## src/logic/scpl_consts.svh

```systemverilog
`ifndef SCPL_CONSTS_SVH
`define SCPL_CONSTS_SVH

`define SCPL_NCH          6
`define SCPL_CLK_HZ       20000000
`define SCPL_CLK_NS       50
`define SCPL_FILT_NS      50000
`define SCPL_FILT_CYC     ((`SCPL_FILT_NS + `SCPL_CLK_NS - 1) / `SCPL_CLK_NS)
`define SCPL_PWM_HZ       62500
`define SCPL_PWM_BITS     6
`define SCPL_PWM_STEP_CYC ((`SCPL_CLK_HZ / `SCPL_PWM_HZ) >> `SCPL_PWM_BITS)
`define SCPL_DUTY_FULL    7'h40
`define SCPL_BOOT_CYC     4

`define SCPL_A_CTRL       4'h0
`define SCPL_A_REQ_ON     4'h1
`define SCPL_A_GROUP      4'h2
`define SCPL_A_POL        4'h3
`define SCPL_A_DRIVE      4'h4
`define SCPL_A_MARGIN     4'h5
`define SCPL_A_STATUS     4'h6
`define SCPL_A_MASK       4'h7
`define SCPL_A_FAULT      4'h8
`define SCPL_A_PINS       4'h9
`define SCPL_A_DUTY0      4'hA

`define SCPL_CTRL_USE     0
`define SCPL_CTRL_HIGH    1
`define SCPL_CTRL_RST     2'h0
`define SCPL_POL_RST      6'h3F
`define SCPL_ST_LINE      0
`define SCPL_ST_OWN       1
`define SCPL_ST_CTLOFF    2
`define SCPL_ST_PGUP      3

`endif

```

## src/logic/scpl_pkg.sv

```systemverilog
package scpl_pkg;

   typedef struct packed {
      logic o;
      logic oe;
   } scpl_pin_t;

   typedef struct packed {
      logic [3:0]  addr;
      logic [15:0] wdata;
      logic        wr;
      logic        rd;
   } scpl_bus_t;

   typedef enum logic [1:0] {SCPL_BOOT, SCPL_SAMPLE, SCPL_RUN} scpl_phase_t;

   // pin drive: open drain only ever pulls low, push-pull drives both levels
   function automatic scpl_pin_t scpl_drive(input logic run, input logic od, input logic lvl);
      scpl_pin_t p;
      p.o  = 1'b0;
      p.oe = 1'b0;
      if (run && od) begin
         p.oe = ~lvl;
      end else if (run) begin
         p.o  = lvl;
         p.oe = 1'b1;
      end
      return p;
   endfunction : scpl_drive

endpackage : scpl_pkg

```

## src/logic/scpl_deglitch.sv

```systemverilog
`timescale 1ns/1ns
module scpl_deglitch #(
   parameter int   CNT     = 1000,
   parameter logic RST_VAL = 1'b1
) (
   input  logic i_clk,
   input  logic i_reset,
   input  logic i_pin,
   output logic o_level
);
   localparam int         W    = $clog2(CNT + 1);
   localparam logic [W-1:0] LAST = W'(CNT - 1);

   logic [1:0]   sync_ff;
   logic [W-1:0] cnt_ff;
   logic         level_ff;

   always_ff @(posedge i_clk or posedge i_reset) begin
      if (i_reset) begin
         sync_ff <= {2{RST_VAL}};
      end else begin
         sync_ff <= {sync_ff[0], i_pin};
      end
   end

   // a new level is taken only after it stood for the whole filter time
   always_ff @(posedge i_clk or posedge i_reset) begin
      if (i_reset) begin
         cnt_ff   <= '0;
         level_ff <= RST_VAL;
      end else if (sync_ff[1] == level_ff) begin
         cnt_ff <= '0;
      end else if (cnt_ff == LAST) begin
         cnt_ff   <= '0;
         level_ff <= sync_ff[1];
      end else begin
         cnt_ff <= cnt_ff + 1'b1;
      end
   end

   assign o_level = level_ff;
endmodule : scpl_deglitch

```

## src/logic/scpl_margin_pwm.sv

```systemverilog
`timescale 1ns/1ns
`include "scpl_consts.svh"
module scpl_margin_pwm
   import scpl_pkg::*;
(
   input  logic      i_clk,
   input  logic      i_reset,
   input  logic      i_run,
   input  logic      i_en,
   input  logic [6:0] i_duty,
   input  logic [5:0] i_pos,
   output scpl_pin_t o_pin
);
   scpl_pin_t pin_ff;

   always_ff @(posedge i_clk or posedge i_reset) begin
      if (i_reset) begin
         pin_ff <= '0;
      end else if (!i_run || !i_en) begin
         pin_ff <= '0;
      end else if (i_duty >= `SCPL_DUTY_FULL) begin
         pin_ff <= '{o: 1'b1, oe: 1'b1};
      end else begin
         pin_ff <= '{o: (i_pos < i_duty[5:0]), oe: 1'b1};
      end
   end

   assign o_pin = pin_ff;
endmodule : scpl_margin_pwm

```

## src/logic/scpl_pin_ctrl.sv

```systemverilog
`timescale 1ns/1ns
`include "scpl_consts.svh"
// Functional notes
// - margin pin floats when margining off
// - full duty holds margin pin high
// - per-channel enable polarity select
// - per-channel open-drain or push-pull select
// - sample address pins at power-up
// - address pin zero becomes mux select
// - mux select low voltage, high current
// - pull fault line on group fault
// - fault line low shuts group supplies
// - fault line wired among peer managers
// - fault line released during reset
// - fault and control inputs deglitched
// - control input polarity per config
// - address pin one becomes power good
// - alert is active-low open drain
// - reset pin active low
// - pins float with pullup during reset
module scpl_pin_ctrl
   import scpl_pkg::*;
#(
   parameter int FILT_CYC = `SCPL_FILT_CYC,
   parameter int STEP_CYC = `SCPL_PWM_STEP_CYC,
   parameter int BOOT_CYC = `SCPL_BOOT_CYC
) (
   input  logic            i_clk,
   input  logic            i_reset,
   input  logic            i_rst_pin_n,
   input  scpl_bus_t       i_bus,
   output logic [15:0]     o_rdata,
   output logic            o_irq,
   input  logic [5:0]      i_supply_fault,
   input  logic [5:0]      i_above_pg_on,
   input  logic            i_meas_current,
   input  logic            i_addr_bit0_or_meas_select,
   input  logic            i_addr_bit1_or_supplies_good,
   input  logic            i_fault_line,
   input  logic            i_control_pin,
   output scpl_pin_t       o_meas_select_out,
   output scpl_pin_t       o_supplies_good_out,
   output scpl_pin_t       o_fault_line,
   output scpl_pin_t       o_alert,
   output scpl_pin_t [5:0] o_margin_pwm_out,
   output scpl_pin_t [5:0] o_supply_enable_out,
   output logic            o_weak_pullup,
   output logic [1:0]      o_bus_address
);
   localparam int BW = $clog2(BOOT_CYC + 1);
   localparam int SW = $clog2(STEP_CYC + 1);

   logic [1:0]      rstp_ff, a0_s_ff, a1_s_ff, bus_addr_ff, ctrl_ff;
   scpl_phase_t     phase_ff;
   logic [BW-1:0]   boot_cnt_ff;
   logic [SW-1:0]   div_ff;
   logic            run_ff, hold, line_lvl, ctl_lvl, line_q_ff, ctl_ok_q_ff, ctl_ok, pg_now, wr_hit, rd_status;
   logic [5:0]      req_on_ff, group_ff, pol_ff, od_ff, mgn_en_ff, own_flt_ff, ext_shut_ff, ch_on, pos_ff;
   logic [6:0]      duty_ff [6];
   logic [3:0]      status_ff, mask_ff, st_set;
   scpl_pin_t [5:0] sen_ff;
   scpl_pin_t       meas_ff, pg_ff, fault_ff, alert_ff;
   logic [15:0]     rd_mux, rdata_ff;

   // ---- reset pin and address straps, all pins come from outside
   always_ff @(posedge i_clk or posedge i_reset) begin
      if (i_reset) begin
         rstp_ff <= 2'h0;
         a0_s_ff <= 2'h0;
         a1_s_ff <= 2'h0;
      end else begin
         rstp_ff <= {rstp_ff[0], i_rst_pin_n};
         a0_s_ff <= {a0_s_ff[0], i_addr_bit0_or_meas_select};
         a1_s_ff <= {a1_s_ff[0], i_addr_bit1_or_supplies_good};
      end
   end

   assign hold = ~rstp_ff[1];

   // ---- power-up phase: float with pullup, sample straps, then run
   always_ff @(posedge i_clk or posedge i_reset) begin
      if (i_reset) begin
         phase_ff    <= SCPL_BOOT;
         boot_cnt_ff <= '0;
      end else if (hold) begin
         phase_ff    <= SCPL_BOOT;
         boot_cnt_ff <= '0;
      end else begin
         unique case (phase_ff)
            SCPL_BOOT: begin
               if (boot_cnt_ff == BW'(BOOT_CYC - 1)) begin
                  phase_ff <= SCPL_SAMPLE;
               end else begin
                  boot_cnt_ff <= boot_cnt_ff + 1'b1;
               end
            end
            SCPL_SAMPLE: begin
               phase_ff <= SCPL_RUN;
            end
            SCPL_RUN: begin
               phase_ff <= SCPL_RUN;
            end
         endcase
      end
   end

   always_ff @(posedge i_clk or posedge i_reset) begin
      if (i_reset) begin
         run_ff <= 1'b0;
      end else begin
         run_ff <= !hold && (phase_ff != SCPL_BOOT);
      end
   end

   always_ff @(posedge i_clk or posedge i_reset) begin
      if (i_reset) begin
         bus_addr_ff <= 2'h0;
      end else if (phase_ff == SCPL_SAMPLE && !hold) begin
         bus_addr_ff <= {a1_s_ff[1], a0_s_ff[1]};
      end
   end

   assign o_bus_address = bus_addr_ff;
   assign o_weak_pullup = ~run_ff;

   // ---- deglitched fault line and control input
   scpl_deglitch #(.CNT(FILT_CYC), .RST_VAL(1'b1)) u_line_filt (
      .i_clk   (i_clk),
      .i_reset (i_reset),
      .i_pin   (i_fault_line),
      .o_level (line_lvl)
   );

   scpl_deglitch #(.CNT(FILT_CYC), .RST_VAL(1'b0)) u_ctl_filt (
      .i_clk   (i_clk),
      .i_reset (i_reset),
      .i_pin   (i_control_pin),
      .o_level (ctl_lvl)
   );

   // ---- channel on/off decision
   assign ctl_ok = !ctrl_ff[`SCPL_CTRL_USE] || (ctl_lvl == ctrl_ff[`SCPL_CTRL_HIGH]);
   assign ch_on  = req_on_ff & ~own_flt_ff & ~ext_shut_ff & {6{ctl_ok && run_ff}};
   assign pg_now = run_ff && (|ch_on) && (&(i_above_pg_on | ~ch_on));

   // own faults latch until software clears them; a new fault wins
   always_ff @(posedge i_clk or posedge i_reset) begin
      if (i_reset) begin
         own_flt_ff <= '0;
      end else begin
         own_flt_ff <= (own_flt_ff & ~({6{wr_hit && i_bus.addr == `SCPL_A_FAULT}} & i_bus.wdata[5:0]))
                       | (i_supply_fault & ch_on);
      end
   end

   // a low fault line keeps group channels off; clearing is refused while it stays low
   always_ff @(posedge i_clk or posedge i_reset) begin
      if (i_reset) begin
         ext_shut_ff <= '0;
      end else begin
         ext_shut_ff <= (ext_shut_ff & ~({6{wr_hit && i_bus.addr == `SCPL_A_FAULT}} & i_bus.wdata[13:8]))
                        | (group_ff & {6{run_ff && !line_lvl}});
      end
   end

   // ---- margin pwm: 64 steps per period
   always_ff @(posedge i_clk or posedge i_reset) begin
      if (i_reset) begin
         div_ff <= '0;
         pos_ff <= 6'h00;
      end else if (div_ff == SW'(STEP_CYC - 1)) begin
         div_ff <= '0;
         pos_ff <= pos_ff + 1'b1;
      end else begin
         div_ff <= div_ff + 1'b1;
      end
   end

   for (genvar c = 0; c < `SCPL_NCH; c++) begin : g_pwm
      scpl_margin_pwm u_pwm (
         .i_clk   (i_clk),
         .i_reset (i_reset),
         .i_run   (run_ff),
         .i_en    (mgn_en_ff[c]),
         .i_duty  (duty_ff[c]),
         .i_pos   (pos_ff),
         .o_pin   (o_margin_pwm_out[c])
      );
   end

   // ---- pin drivers
   always_ff @(posedge i_clk or posedge i_reset) begin
      if (i_reset) begin
         sen_ff <= '0;
      end else begin
         for (int c = 0; c < `SCPL_NCH; c++) begin
            sen_ff[c] <= scpl_drive(run_ff, od_ff[c], ch_on[c] ~^ pol_ff[c]);
         end
      end
   end

   always_ff @(posedge i_clk or posedge i_reset) begin
      if (i_reset) begin
         meas_ff  <= '0;
         pg_ff    <= '0;
         fault_ff <= '0;
         alert_ff <= '0;
      end else begin
         meas_ff  <= scpl_drive(run_ff, 1'b0, i_meas_current);
         pg_ff    <= scpl_drive(run_ff, 1'b0, pg_now);
         fault_ff <= '{o: 1'b0, oe: !hold && run_ff && |(own_flt_ff & group_ff)};
         alert_ff <= '{o: 1'b0, oe: run_ff && |(status_ff & mask_ff)};
      end
   end

   assign o_supply_enable_out = sen_ff;
   assign o_meas_select_out   = meas_ff;
   assign o_supplies_good_out = pg_ff;
   assign o_fault_line        = fault_ff;
   assign o_alert             = alert_ff;

   // ---- register bus
   assign wr_hit    = i_bus.wr;
   assign rd_status = i_bus.rd && i_bus.addr == `SCPL_A_STATUS;

   always_ff @(posedge i_clk or posedge i_reset) begin
      if (i_reset) begin
         ctrl_ff   <= `SCPL_CTRL_RST;
         req_on_ff <= '0;
         group_ff  <= '0;
         pol_ff    <= `SCPL_POL_RST;
         od_ff     <= '0;
         mgn_en_ff <= '0;
         mask_ff   <= '0;
      end else if (wr_hit) begin
         case (i_bus.addr)
            `SCPL_A_CTRL:   ctrl_ff   <= i_bus.wdata[1:0];
            `SCPL_A_REQ_ON: req_on_ff <= i_bus.wdata[5:0];
            `SCPL_A_GROUP:  group_ff  <= i_bus.wdata[5:0];
            `SCPL_A_POL:    pol_ff    <= i_bus.wdata[5:0];
            `SCPL_A_DRIVE:  od_ff     <= i_bus.wdata[5:0];
            `SCPL_A_MARGIN: mgn_en_ff <= i_bus.wdata[5:0];
            `SCPL_A_MASK:   mask_ff   <= i_bus.wdata[3:0];
            default: begin
            end
         endcase
      end
   end

   always_ff @(posedge i_clk or posedge i_reset) begin
      if (i_reset) begin
         for (int c = 0; c < `SCPL_NCH; c++) begin
            duty_ff[c] <= 7'h00;
         end
      end else if (wr_hit && i_bus.addr >= `SCPL_A_DUTY0) begin
         duty_ff[3'(i_bus.addr - `SCPL_A_DUTY0)] <= i_bus.wdata[6:0];
      end
   end

   // ---- sticky events; a new event beats the clearing read
   always_ff @(posedge i_clk or posedge i_reset) begin
      if (i_reset) begin
         line_q_ff   <= 1'b1;
         ctl_ok_q_ff <= 1'b0;
      end else begin
         line_q_ff   <= line_lvl;
         ctl_ok_q_ff <= ctl_ok;
      end
   end

   always_comb begin
      st_set                  = 4'h0;
      st_set[`SCPL_ST_LINE]   = run_ff && line_q_ff && !line_lvl;
      st_set[`SCPL_ST_OWN]    = |(i_supply_fault & ch_on & ~own_flt_ff);
      st_set[`SCPL_ST_CTLOFF] = run_ff && ctl_ok_q_ff && !ctl_ok;
      st_set[`SCPL_ST_PGUP]   = pg_now && !pg_ff.o;
   end

   always_ff @(posedge i_clk or posedge i_reset) begin
      if (i_reset) begin
         status_ff <= 4'h0;
      end else begin
         status_ff <= (status_ff & ~{4{rd_status}}) | st_set;
      end
   end

   assign o_irq = |(status_ff & mask_ff);

   always_comb begin
      rd_mux = 16'h0000;
      case (i_bus.addr)
         `SCPL_A_CTRL:   rd_mux = {14'h0000, ctrl_ff};
         `SCPL_A_REQ_ON: rd_mux = {10'h000, req_on_ff};
         `SCPL_A_GROUP:  rd_mux = {10'h000, group_ff};
         `SCPL_A_POL:    rd_mux = {10'h000, pol_ff};
         `SCPL_A_DRIVE:  rd_mux = {10'h000, od_ff};
         `SCPL_A_MARGIN: rd_mux = {10'h000, mgn_en_ff};
         `SCPL_A_STATUS: rd_mux = {12'h000, status_ff};
         `SCPL_A_MASK:   rd_mux = {12'h000, mask_ff};
         `SCPL_A_FAULT:  rd_mux = {2'h0, ext_shut_ff, 2'h0, own_flt_ff};
         `SCPL_A_PINS:   rd_mux = {2'h0, ch_on, 1'b0, run_ff, ctl_lvl, line_lvl, 2'h0, bus_addr_ff};
         default:        rd_mux = {9'h000, duty_ff[3'(i_bus.addr - `SCPL_A_DUTY0)]};
      endcase
   end

   always_ff @(posedge i_clk or posedge i_reset) begin
      if (i_reset) begin
         rdata_ff <= 16'h0000;
      end else if (i_bus.rd) begin
         rdata_ff <= rd_mux;
      end
   end

   assign o_rdata = rdata_ff;
endmodule : scpl_pin_ctrl

```

## config.mk

```make
export PLATFORM = sky130hd
export DESIGN_NAME = scpl_pin_ctrl
export DESIGN_NICKNAME = d
export VERILOG_FILES = /design/src/logic/scpl_pkg.sv /design/src/logic/scpl_deglitch.sv /design/src/logic/scpl_margin_pwm.sv /design/src/logic/scpl_pin_ctrl.sv
export VERILOG_INCLUDE_DIRS = /design/src /design/src/logic
export SDC_FILE = /design/constraint.sdc
export NUM_CORES = 1
export LEC_CHECK = 0
export BUFFER_PORTS_ARGS = -buffer_cell sky130_fd_sc_hd__buf_2
export CORE_UTILIZATION = 64
export CTS_CLUSTER_SIZE = 24
export DETAILED_ROUTE_END_ITERATION = 6
export PLACE_DENSITY = 0.93
export SLEW_MARGIN = 20
export SYNTH_ARGS = -nofsm -noshare
export SYNTH_HDL_FRONTEND = slang
export SYNTH_SLANG_ARGS = --single-unit
```

## constraint.sdc

```tcl
create_clock -name i_clk -period 13.3 [get_ports i_clk]
set_input_delay 0.665 -clock i_clk [delete_from_list [all_inputs] [get_ports i_clk]]
set_output_delay 0.665 -clock i_clk [all_outputs]
set_load 0.01 [all_outputs]
```

==> out/qor.log, run 1 <==
[outcome] status finished, final reports clean
[timing] actual slew at the worst max-slew pin 973.8 ps
[finish] commonest cells after routing, fill and taps aside sky130_fd_sc_hd__dfrtp_1 (177), sky130_fd_sc_hd__buf_2 (85), sky130_fd_sc_hd__mux2_2 (64), sky130_fd_sc_hd__nand2_1 (54), sky130_fd_sc_hd__nor2_1 (47)
[clocking] number of sinks on the clock net 187
[detailed_routing] Detailed Route WL 23.09 mm
[synth] count of different cell masters after synthesis 67
[synth] biggest area contributors in the synthesized netlist sky130_fd_sc_hd__dfrtp_1 (47%), sky130_fd_sc_hd__mux2_2 (7.7%), sky130_fd_sc_hd__ha_1 (5.6%)
[timing] timing-limited maximum frequency 342.6 MHz
[setup_path] setup slack, reg-to-reg 10960 ps
[clocking] post-CTS clock slew at the launch and capture registers of the worst setup and hold paths 70 ps
[detailed_routing] via count 6854
[timing] Setup Viol. Count Final 0
[floorplanning] Core Footprint 14100 µm²
[synth] average cell area after synthesis 11.70 µm²
[power_and_ir_drop] leakage power 4.961 nW
[setup_path] endpoint class of the critical path flop
[synth] number of warnings reported in the yosys synthesis log 0
[setup_path] Setup Crit Path Kind input port to flop
[grt] vias in the first global route 6774
[detailed_routing] count of TritonRoute iterations in the first routing pass 5
[job] number of violations of the max-capacitance limit 0
[floorplanning] number of top-level pins 94
[floorplanning] area of the die 15130 µm²
[grt] largest net degree at the start of global routing 115
[detailed_routing] antenna violation net count after detailed routing 0
[synth] async set-reset flop share out of synthesis 100.0%
[timing] worst max-slew margin expressed relative to the limit 34.94%
[synth] cell area after synthesis 9371 µm²
[grt] GRT overflow 0
[clocking] number of gates resized after cts 0
[finish] most frequent standard cell in the layout excluding fill and tap cells sky130_fd_sc_hd__dfrtp_1
[finish] Filler cells 901
[synth] fraction of synthesized cell area taken by the top area cell type 47.26%
[hold_path] start point of the worst hold path i_fault_line
[timing] Final Max Slew Viols 0
[floorplanning] std cell rows 43
[finish] area added between synthesis and finish 11.20%
[setup_path] startpoint type of the worst setup path input port
[setup_path] Worst R2R Start run_ff$_DFF_PP0_
[grt] combined global-route utilization of all metal layers 32.58%
[detailed_routing] Iteration-0 DRC Markers 775
[finish] final instance area 10420 µm²
[timing] RSZ-0062 raised after global routing false
[placed_design] I/O Buffers 85
[finish] Total Nets Final 957
[detailed_routing] DR DRC count 0
[clocking] clk buf depth 2
[grt] global-route wire length before repair 35.96 mm
[clocking] cell chosen for the clock root sky130_fd_sc_hd__clkbuf_16
[synth] flip-flop cell with the highest count after synthesis sky130_fd_sc_hd__dfrtp_1
[clocking] Skew-Pair Late Insertion Delay 450 ps
[clocking] Post-CTS Setup Bufs 0
[floorplanning] initial cell density of the core 66.48%
[synth] number of instances in the synthesized netlist 801
[detailed_routing] vias per cell 6.418
[grt] number of antenna violations at the first check in global routing 2
[timing] largest clock skew in the final design 16.67 ps
[setup_path] Max Fanout on Critical Path 29
[timing] Final TNS setup 0 ps
[clocking] htree depth 4
[timing] Hold Fails Final Rpt 0
[placed_design] DP Wirelength 15.29 mm
[timing] min cycle time layout 2919 ps
[clocking] TritonCTS clock tree built
[placed_design] final weighted congestion of routability-driven global placement 0.9468
[synth] cell type contributing the most total cell area after synthesis sky130_fd_sc_hd__dfrtp_1
[hold_path] terminating pin of the worst hold path u_line_filt.sync_ff[0]$_DFF_PP1_
[synth] number of synthesized flops with an enable pin 0
[placed_design] placed cell areas 9816 µm²
[power_and_ir_drop] maximum vdd ir drop 0.0001368 V
[floorplanning] Chip Height 123.0 µm
[finish] share of final-layout standard cells stronger than drive strength 1 27.09%
[detailed_routing] routed length per placed instance 21.62 µm
[power_and_ir_drop] ratio of total power to cell area 163.9 nW/µm²
[setup_path] required time worst endpoint 13630 ps
[setup_path] R2R depth 6
[timing] share of the clock period used by the worst path 21.95%
[clocking] hold-fix buffer count after cts 0
[hold_path] worst min-delay path class input port to flop
[synth] synthesis-stage register bit count 187
[hold_path] number of instances on the worst hold path 1
[setup_path] arrival time reported for the critical path endpoint 3250 ps
[clocking] total CTS buffers 17
[setup_path] RR Endpoint o_supply_enable_out[3]$_DFF_PP0_
[floorplanning] die width 123.0 µm
[synth] Seq/Total Area, Yosys 50.07%
critical path, stage by stage:
cell                      delay [ps]
sky130_fd_sc_hd__buf_2           470
sky130_fd_sc_hd__inv_2           260
sky130_fd_sc_hd__ha_1            670
sky130_fd_sc_hd__mux4_2          600
sky130_fd_sc_hd__a21oi_1         160
sky130_fd_sc_hd__nor2_1           60
sky130_fd_sc_hd__o32a_1          340
power breakdown:
group	internal [mW]	switching [mW]
clock network	0.269	0.247
logic	0.189	0.201
registers	0.686	0.116
flip-flops by register name, indices dropped and copies added, names as in the netlist, 3 cells and up:
register             flops
duty_ff                 42
o_rdata                 13
g_pwm.u_pwm.o_pin       12
o_supply_enable_out     12
u_ctl_filt.cnt_ff       10
u_line_filt.cnt_ff      10
ext_shut_ff              6
group_ff                 6
mgn_en_ff                6
od_ff                    6
own_flt_ff               6
pol_ff                   6
pos_ff                   6
req_on_ff                6
mask_ff                  4
status_ff                4
boot_cnt_ff              3
div_ff                   3
synthesized netlist by cell type (all sizes together), types with 2 or more instances:
library cell,number
dfrtp,177
a21o,10
a22o,11
dfstp,10
o31a,5
xor2,16
o211a,2
or4,2
buf,28
o31ai,2
and2b,2
mux2,86
a21oi,30
mux4,4
a22oi,11
o21a,8
mux2i,21
nor3b,13
xnor2,15
a32o,6
nand2,55
nor3,7
nand2b,18
a32oi,8
or3,3
o32a,2
nand4,5
a221oi,2
nor2b,11
a211o,5
clkbuf,12
nor2,50
o221ai,3
o22ai,4
a211oi,3
a21boi,2
and3,12
inv,44
and2,12
nand3,17
ha,42
o21ai,10
a31oi,5
kinds of logic (layout without fill, tap and decap cells):
family	Yosys count	in the layout	share of synthesized area [%]
other cells	1	7	0.04001
buf+inv	84	165	4.499
mux	111	111	14.42
compound gates	135	135	10.59
flops	187	187	50.07
xor+xnor	31	31	2.897
fa+ha+maj	42	42	5.607
simple gates	210	210	11.88
worst max path at each step:
stage,startpoint,to,slack [ps]
final,i_bus[19],o_rdata[5]$_DFFE_PP0P_,10380
after global routing,i_bus[19],o_rdata[5]$_DFFE_PP0P_,10270
after CTS,i_bus[19],o_rdata[5]$_DFFE_PP0P_,10430
after detailed placement,i_bus[19],o_rdata[5]$_DFFE_PP0P_,9990
after global placement,i_bus[19],o_rdata[5]$_DFFE_PP0P_,9990
after floorplan,i_reset,a0_s_ff[0]$_DFF_PP0_,7570
layer usage:
metal  vias up  routed length (µm)  GRT usage (%)
met2       377               10720          50.49
li1       2980                   -              -
met3        75                2133          8.948
met4         2                 757          15.21
met1      3420                9469          42.74
met5         -                   8              0
layout make-up:
type / instances / area [µm²] / share of cell area [%]
timing repair buffer: 89 / 455.4 / 4.370
inverter: 44 / 172.7 / 1.657
multi-input combinational: 534 / 4273 / 41.00
clock inverter: 15 / 172.7 / 1.657
tap: 180 / 225.2 / 2.161
sequential: 187 / 4692 / 45.02
antenna: 2 / 5.005 / 0.04803
clock buffer: 17 / 425.4 / 4.082
through the flow:
stage | power (mW) | cells | hold slack (ps) | setup slack, ps | utilization, %
floorplan | 1.045 | 805 | 331.2 | 7566 | -
finish | 1.709 | 1068 | 322.2 | 10380 | 73.93
CTS | 1.703 | 1066 | 312.4 | 10430 | 73.88
global placement | 1.156 | 1034 | 332.0 | 9994 | 69.63
detailed placement | 1.179 | 1034 | 335.6 | 9988 | 69.63
global route | 1.782 | 1067 | 307.9 | 10270 | 73.91
(Power assumes the default switching activity.)
==> run 2, diff against run 1 <==
CORE_UTILIZATION = 59   (was 64)
PLACE_DENSITY = 0.88   (was 0.93)
clock period = 2.7 ns   (was 13.3 ns; I/O delays follow)
==> out/qor.log, run 2 (same netlist as run 1, synthesis figures left out) <==
[outcome] status finished, final reports clean
[placed_design] placed cell areas 9931 µm²
[clocking] htree depth 4
[floorplanning] die width 128.0 µm
[timing] Final TNS setup 0 ps
[grt] vias in the first global route 6717
[floorplanning] Core Footprint 15370 µm²
[finish] Total Nets Final 982
[setup_path] RR Endpoint status_ff[3]$_DFF_PP0_
[clocking] number of gates resized after cts 0
[power_and_ir_drop] Power, Total 8.541 mW
[setup_path] worst path buffer plus inverter count 1
[setup_path] Worst R2R Start u_ctl_filt.o_level$_DFFE_PP0P_
[timing] largest clock skew in the final design 12.12 ps
[finish] final instance area 10740 µm²
[setup_path] setup slack, reg-to-reg 920 ps
[power_and_ir_drop] switching share of power 30.83%
[detailed_routing] vias per cell 6.020
[clocking] post-CTS clock slew at the launch and capture registers of the worst setup and hold paths 70 ps
[timing] RSZ-0062 raised after global routing false
[grt] combined global-route utilization of all metal layers 29.84%
[finish] most frequent standard cell in the layout excluding fill and tap cells sky130_fd_sc_hd__dfrtp_1
[finish] share of final-layout standard cells stronger than drive strength 1 26.89%
[timing] worst max-slew margin expressed relative to the limit 49.33%
[clocking] clk buf depth 2
[detailed_routing] Iteration-0 DRC Markers 593
[power_and_ir_drop] switching component of the power 2.633 mW
[finish] register with the most flip-flops duty_ff
[setup_path] master of the slowest instance on the critical path sky130_fd_sc_hd__dfrtp_1
[job] number of violations of the max-capacitance limit 0
[setup_path] largest stage delay on the critical path 460 ps
[setup_path] R2R depth 6
[timing] Setup Viol. Count Final 0
[power_and_ir_drop] sequential share of power 46.0%
[timing] Hold Fails Final Rpt 0
[timing] Final Max Slew Viols 0
[hold_path] number of instances on the worst hold path 3
[setup_path] crit path cell chain xor2_1 -> a21oi_1 -> buf_4 -> o221ai_1 -> a211oi_2 -> a22o_1
[grt] largest net degree at the start of global routing 81
[hold_path] start point of the worst hold path i_bus[14]
[detailed_routing] via count 6760
[setup_path] startpoint type of the worst setup path flop
[detailed_routing] Detailed Route WL 22.74 mm
[power_and_ir_drop] maximum vdd ir drop 0.0004888 V
[setup_path] endpoint class of the critical path flop
[clocking] total CTS buffers 17
[timing] actual slew at the worst max-slew pin 758.4 ps
[setup_path] required time worst endpoint 3080 ps
[clocking] Skew-Pair Late Insertion Delay 440 ps
[placed_design] DP Wirelength 15.73 mm
[clocking] number of sinks on the clock net 187
[detailed_routing] count of TritonRoute iterations in the first routing pass 5
[timing] timing-limited maximum frequency 561.1 MHz
[power_and_ir_drop] cell internal power dissipation 5.907 mW
[power_and_ir_drop] ratio of total power to cell area 795.3 nW/µm²
[finish] area added between synthesis and finish 14.59%
[hold_path] terminating pin of the worst hold path ext_shut_ff[4]$_DFF_PP0_
[detailed_routing] routed length per placed instance 20.25 µm
[grt] GRT overflow 0
[floorplanning] std cell rows 45
[floorplanning] Chip Height 128.0 µm
[floorplanning] number of top-level pins 94
[timing] share of the clock period used by the worst path 66.01%
[clocking] TritonCTS clock tree built
[hold_path] worst min-delay path class input port to flop
[setup_path] family with the most delay on the worst path compound AO/OA/AOI/OAI gates
[clocking] Post-CTS Setup Bufs 0
[grt] global-route wire length before repair 36.23 mm
[power_and_ir_drop] leakage power 5.083 nW
[power_and_ir_drop] Clk network pwr share 31.1%
[clocking] cell chosen for the clock root sky130_fd_sc_hd__clkbuf_16
[setup_path] arrival time reported for the critical path endpoint 2160 ps
[clocking] hold-fix buffer count after cts 18
[placed_design] I/O Buffers 85
[placed_design] final weighted congestion of routability-driven global placement 0.9510
[finish] end-of-flow core utilization 69.87%
[detailed_routing] DR DRC count 0
[floorplanning] area of the die 16390 µm²
[finish] number of flip-flops in the largest register 42
[setup_path] Max Fanout on Critical Path 20
[setup_path] Setup Crit Path Kind flop to flop
[timing] min cycle time layout 1782 ps
[finish] commonest cells after routing, fill and taps aside sky130_fd_sc_hd__dfrtp_1 (177), sky130_fd_sc_hd__buf_2 (85), sky130_fd_sc_hd__mux2_2 (64), sky130_fd_sc_hd__nand2_1 (54), sky130_fd_sc_hd__nor2_1 (47)
[detailed_routing] antenna violation net count after detailed routing 0
[power_and_ir_drop] power share of the combinational group 22.9%
[floorplanning] initial cell density of the core 60.97%
[grt] number of antenna violations at the first check in global routing 1
run 2: cell count changes in the layout (fill, tap and decap cells not counted), moves of 3 or more:
cell                            before  now
sky130_fd_sc_hd__dlygate4sd3_1       0   18
sky130_fd_sc_hd__buf_4               4    9
sky130_fd_sc_hd__inv_8               6    1
sky130_fd_sc_hd__bufinv_16           1    4
sky130_fd_sc_hd__inv_6               4    1
run 2: per-stage QoR:
stage / worst slack (ps) / hold slack (ps) / std cells
2_1_floorplan: 166.7 / 139.5 / 805
3_3_place_gp: 618.7 / 242.1 / 1072
3_5_place_dp: 597.8 / 243.2 / 1072
4_1_cts: 913.6 / 5.610 / 1122
5_1_grt: 789.2 / 20.50 / 1123
6_report: 917.7 / 16.12 / 1123
run 2: power by group through the flow:
stage / clock [mW] / combinational, mW / sequential (mW)
floorplan: 0 / 1.34 / 3.81
global placement: 0 / 1.84 / 3.92
detailed placement: 0 / 1.92 / 3.94
CTS: 2.69 / 1.96 / 3.90
global route: 2.82 / 2.15 / 3.97
finish: 2.65 / 1.96 / 3.93
run 2: worst min-delay path: stages:
cell and delay [ps]:
sky130_fd_sc_hd__buf_2 110, sky130_fd_sc_hd__nand2_1 60, sky130_fd_sc_hd__a22o_1 120
run 2: final cells by class:
type                    instances  area, µm²
repair buffers                114      713.2
clock buffers                  19      432.9
flip-flops and latches        187       4692
inverters                      44      168.9
multi-input cells             534       4273
diodes                          1      2.502
well taps                     211      264.0
fillers                      1051       4632
clock inverters                13      192.7
run 2: worst max path at each step:
stage	startpoint	endpoint	slack (ps)	cells past startpoint
floorplan	i_reset	a0_s_ff[0]$_DFF_PP0_	170	1
global placement	i_bus[20]	duty_ff[11]$_DFFE_PP0P_	620	6
detailed placement	i_bus[19]	o_rdata[5]$_DFFE_PP0P_	600	7
CTS	run_ff$_DFF_PP0_	o_supply_enable_out[9]$_DFF_PP0_	910	6
global route	run_ff$_DFF_PP0_	o_supply_enable_out[5]$_DFF_PP0_	790	6
finish	u_ctl_filt.o_level$_DFFE_PP0P_	status_ff[3]$_DFF_PP0_	920	6
run 2: routing by layer:
metal / GRT usage (%) / vias to the layer above / routed length, µm / part of all wire, %
li1: - / 3038 / - / -
met1: 40.42 / 3323 / 9538 / 42
met2: 44.69 / 324 / 10400 / 46
met3: 7.930 / 75 / 1935 / 8.5
met4: 14.74 / 0 / 867 / 3.8
met5: 0 / - / 0 / 0
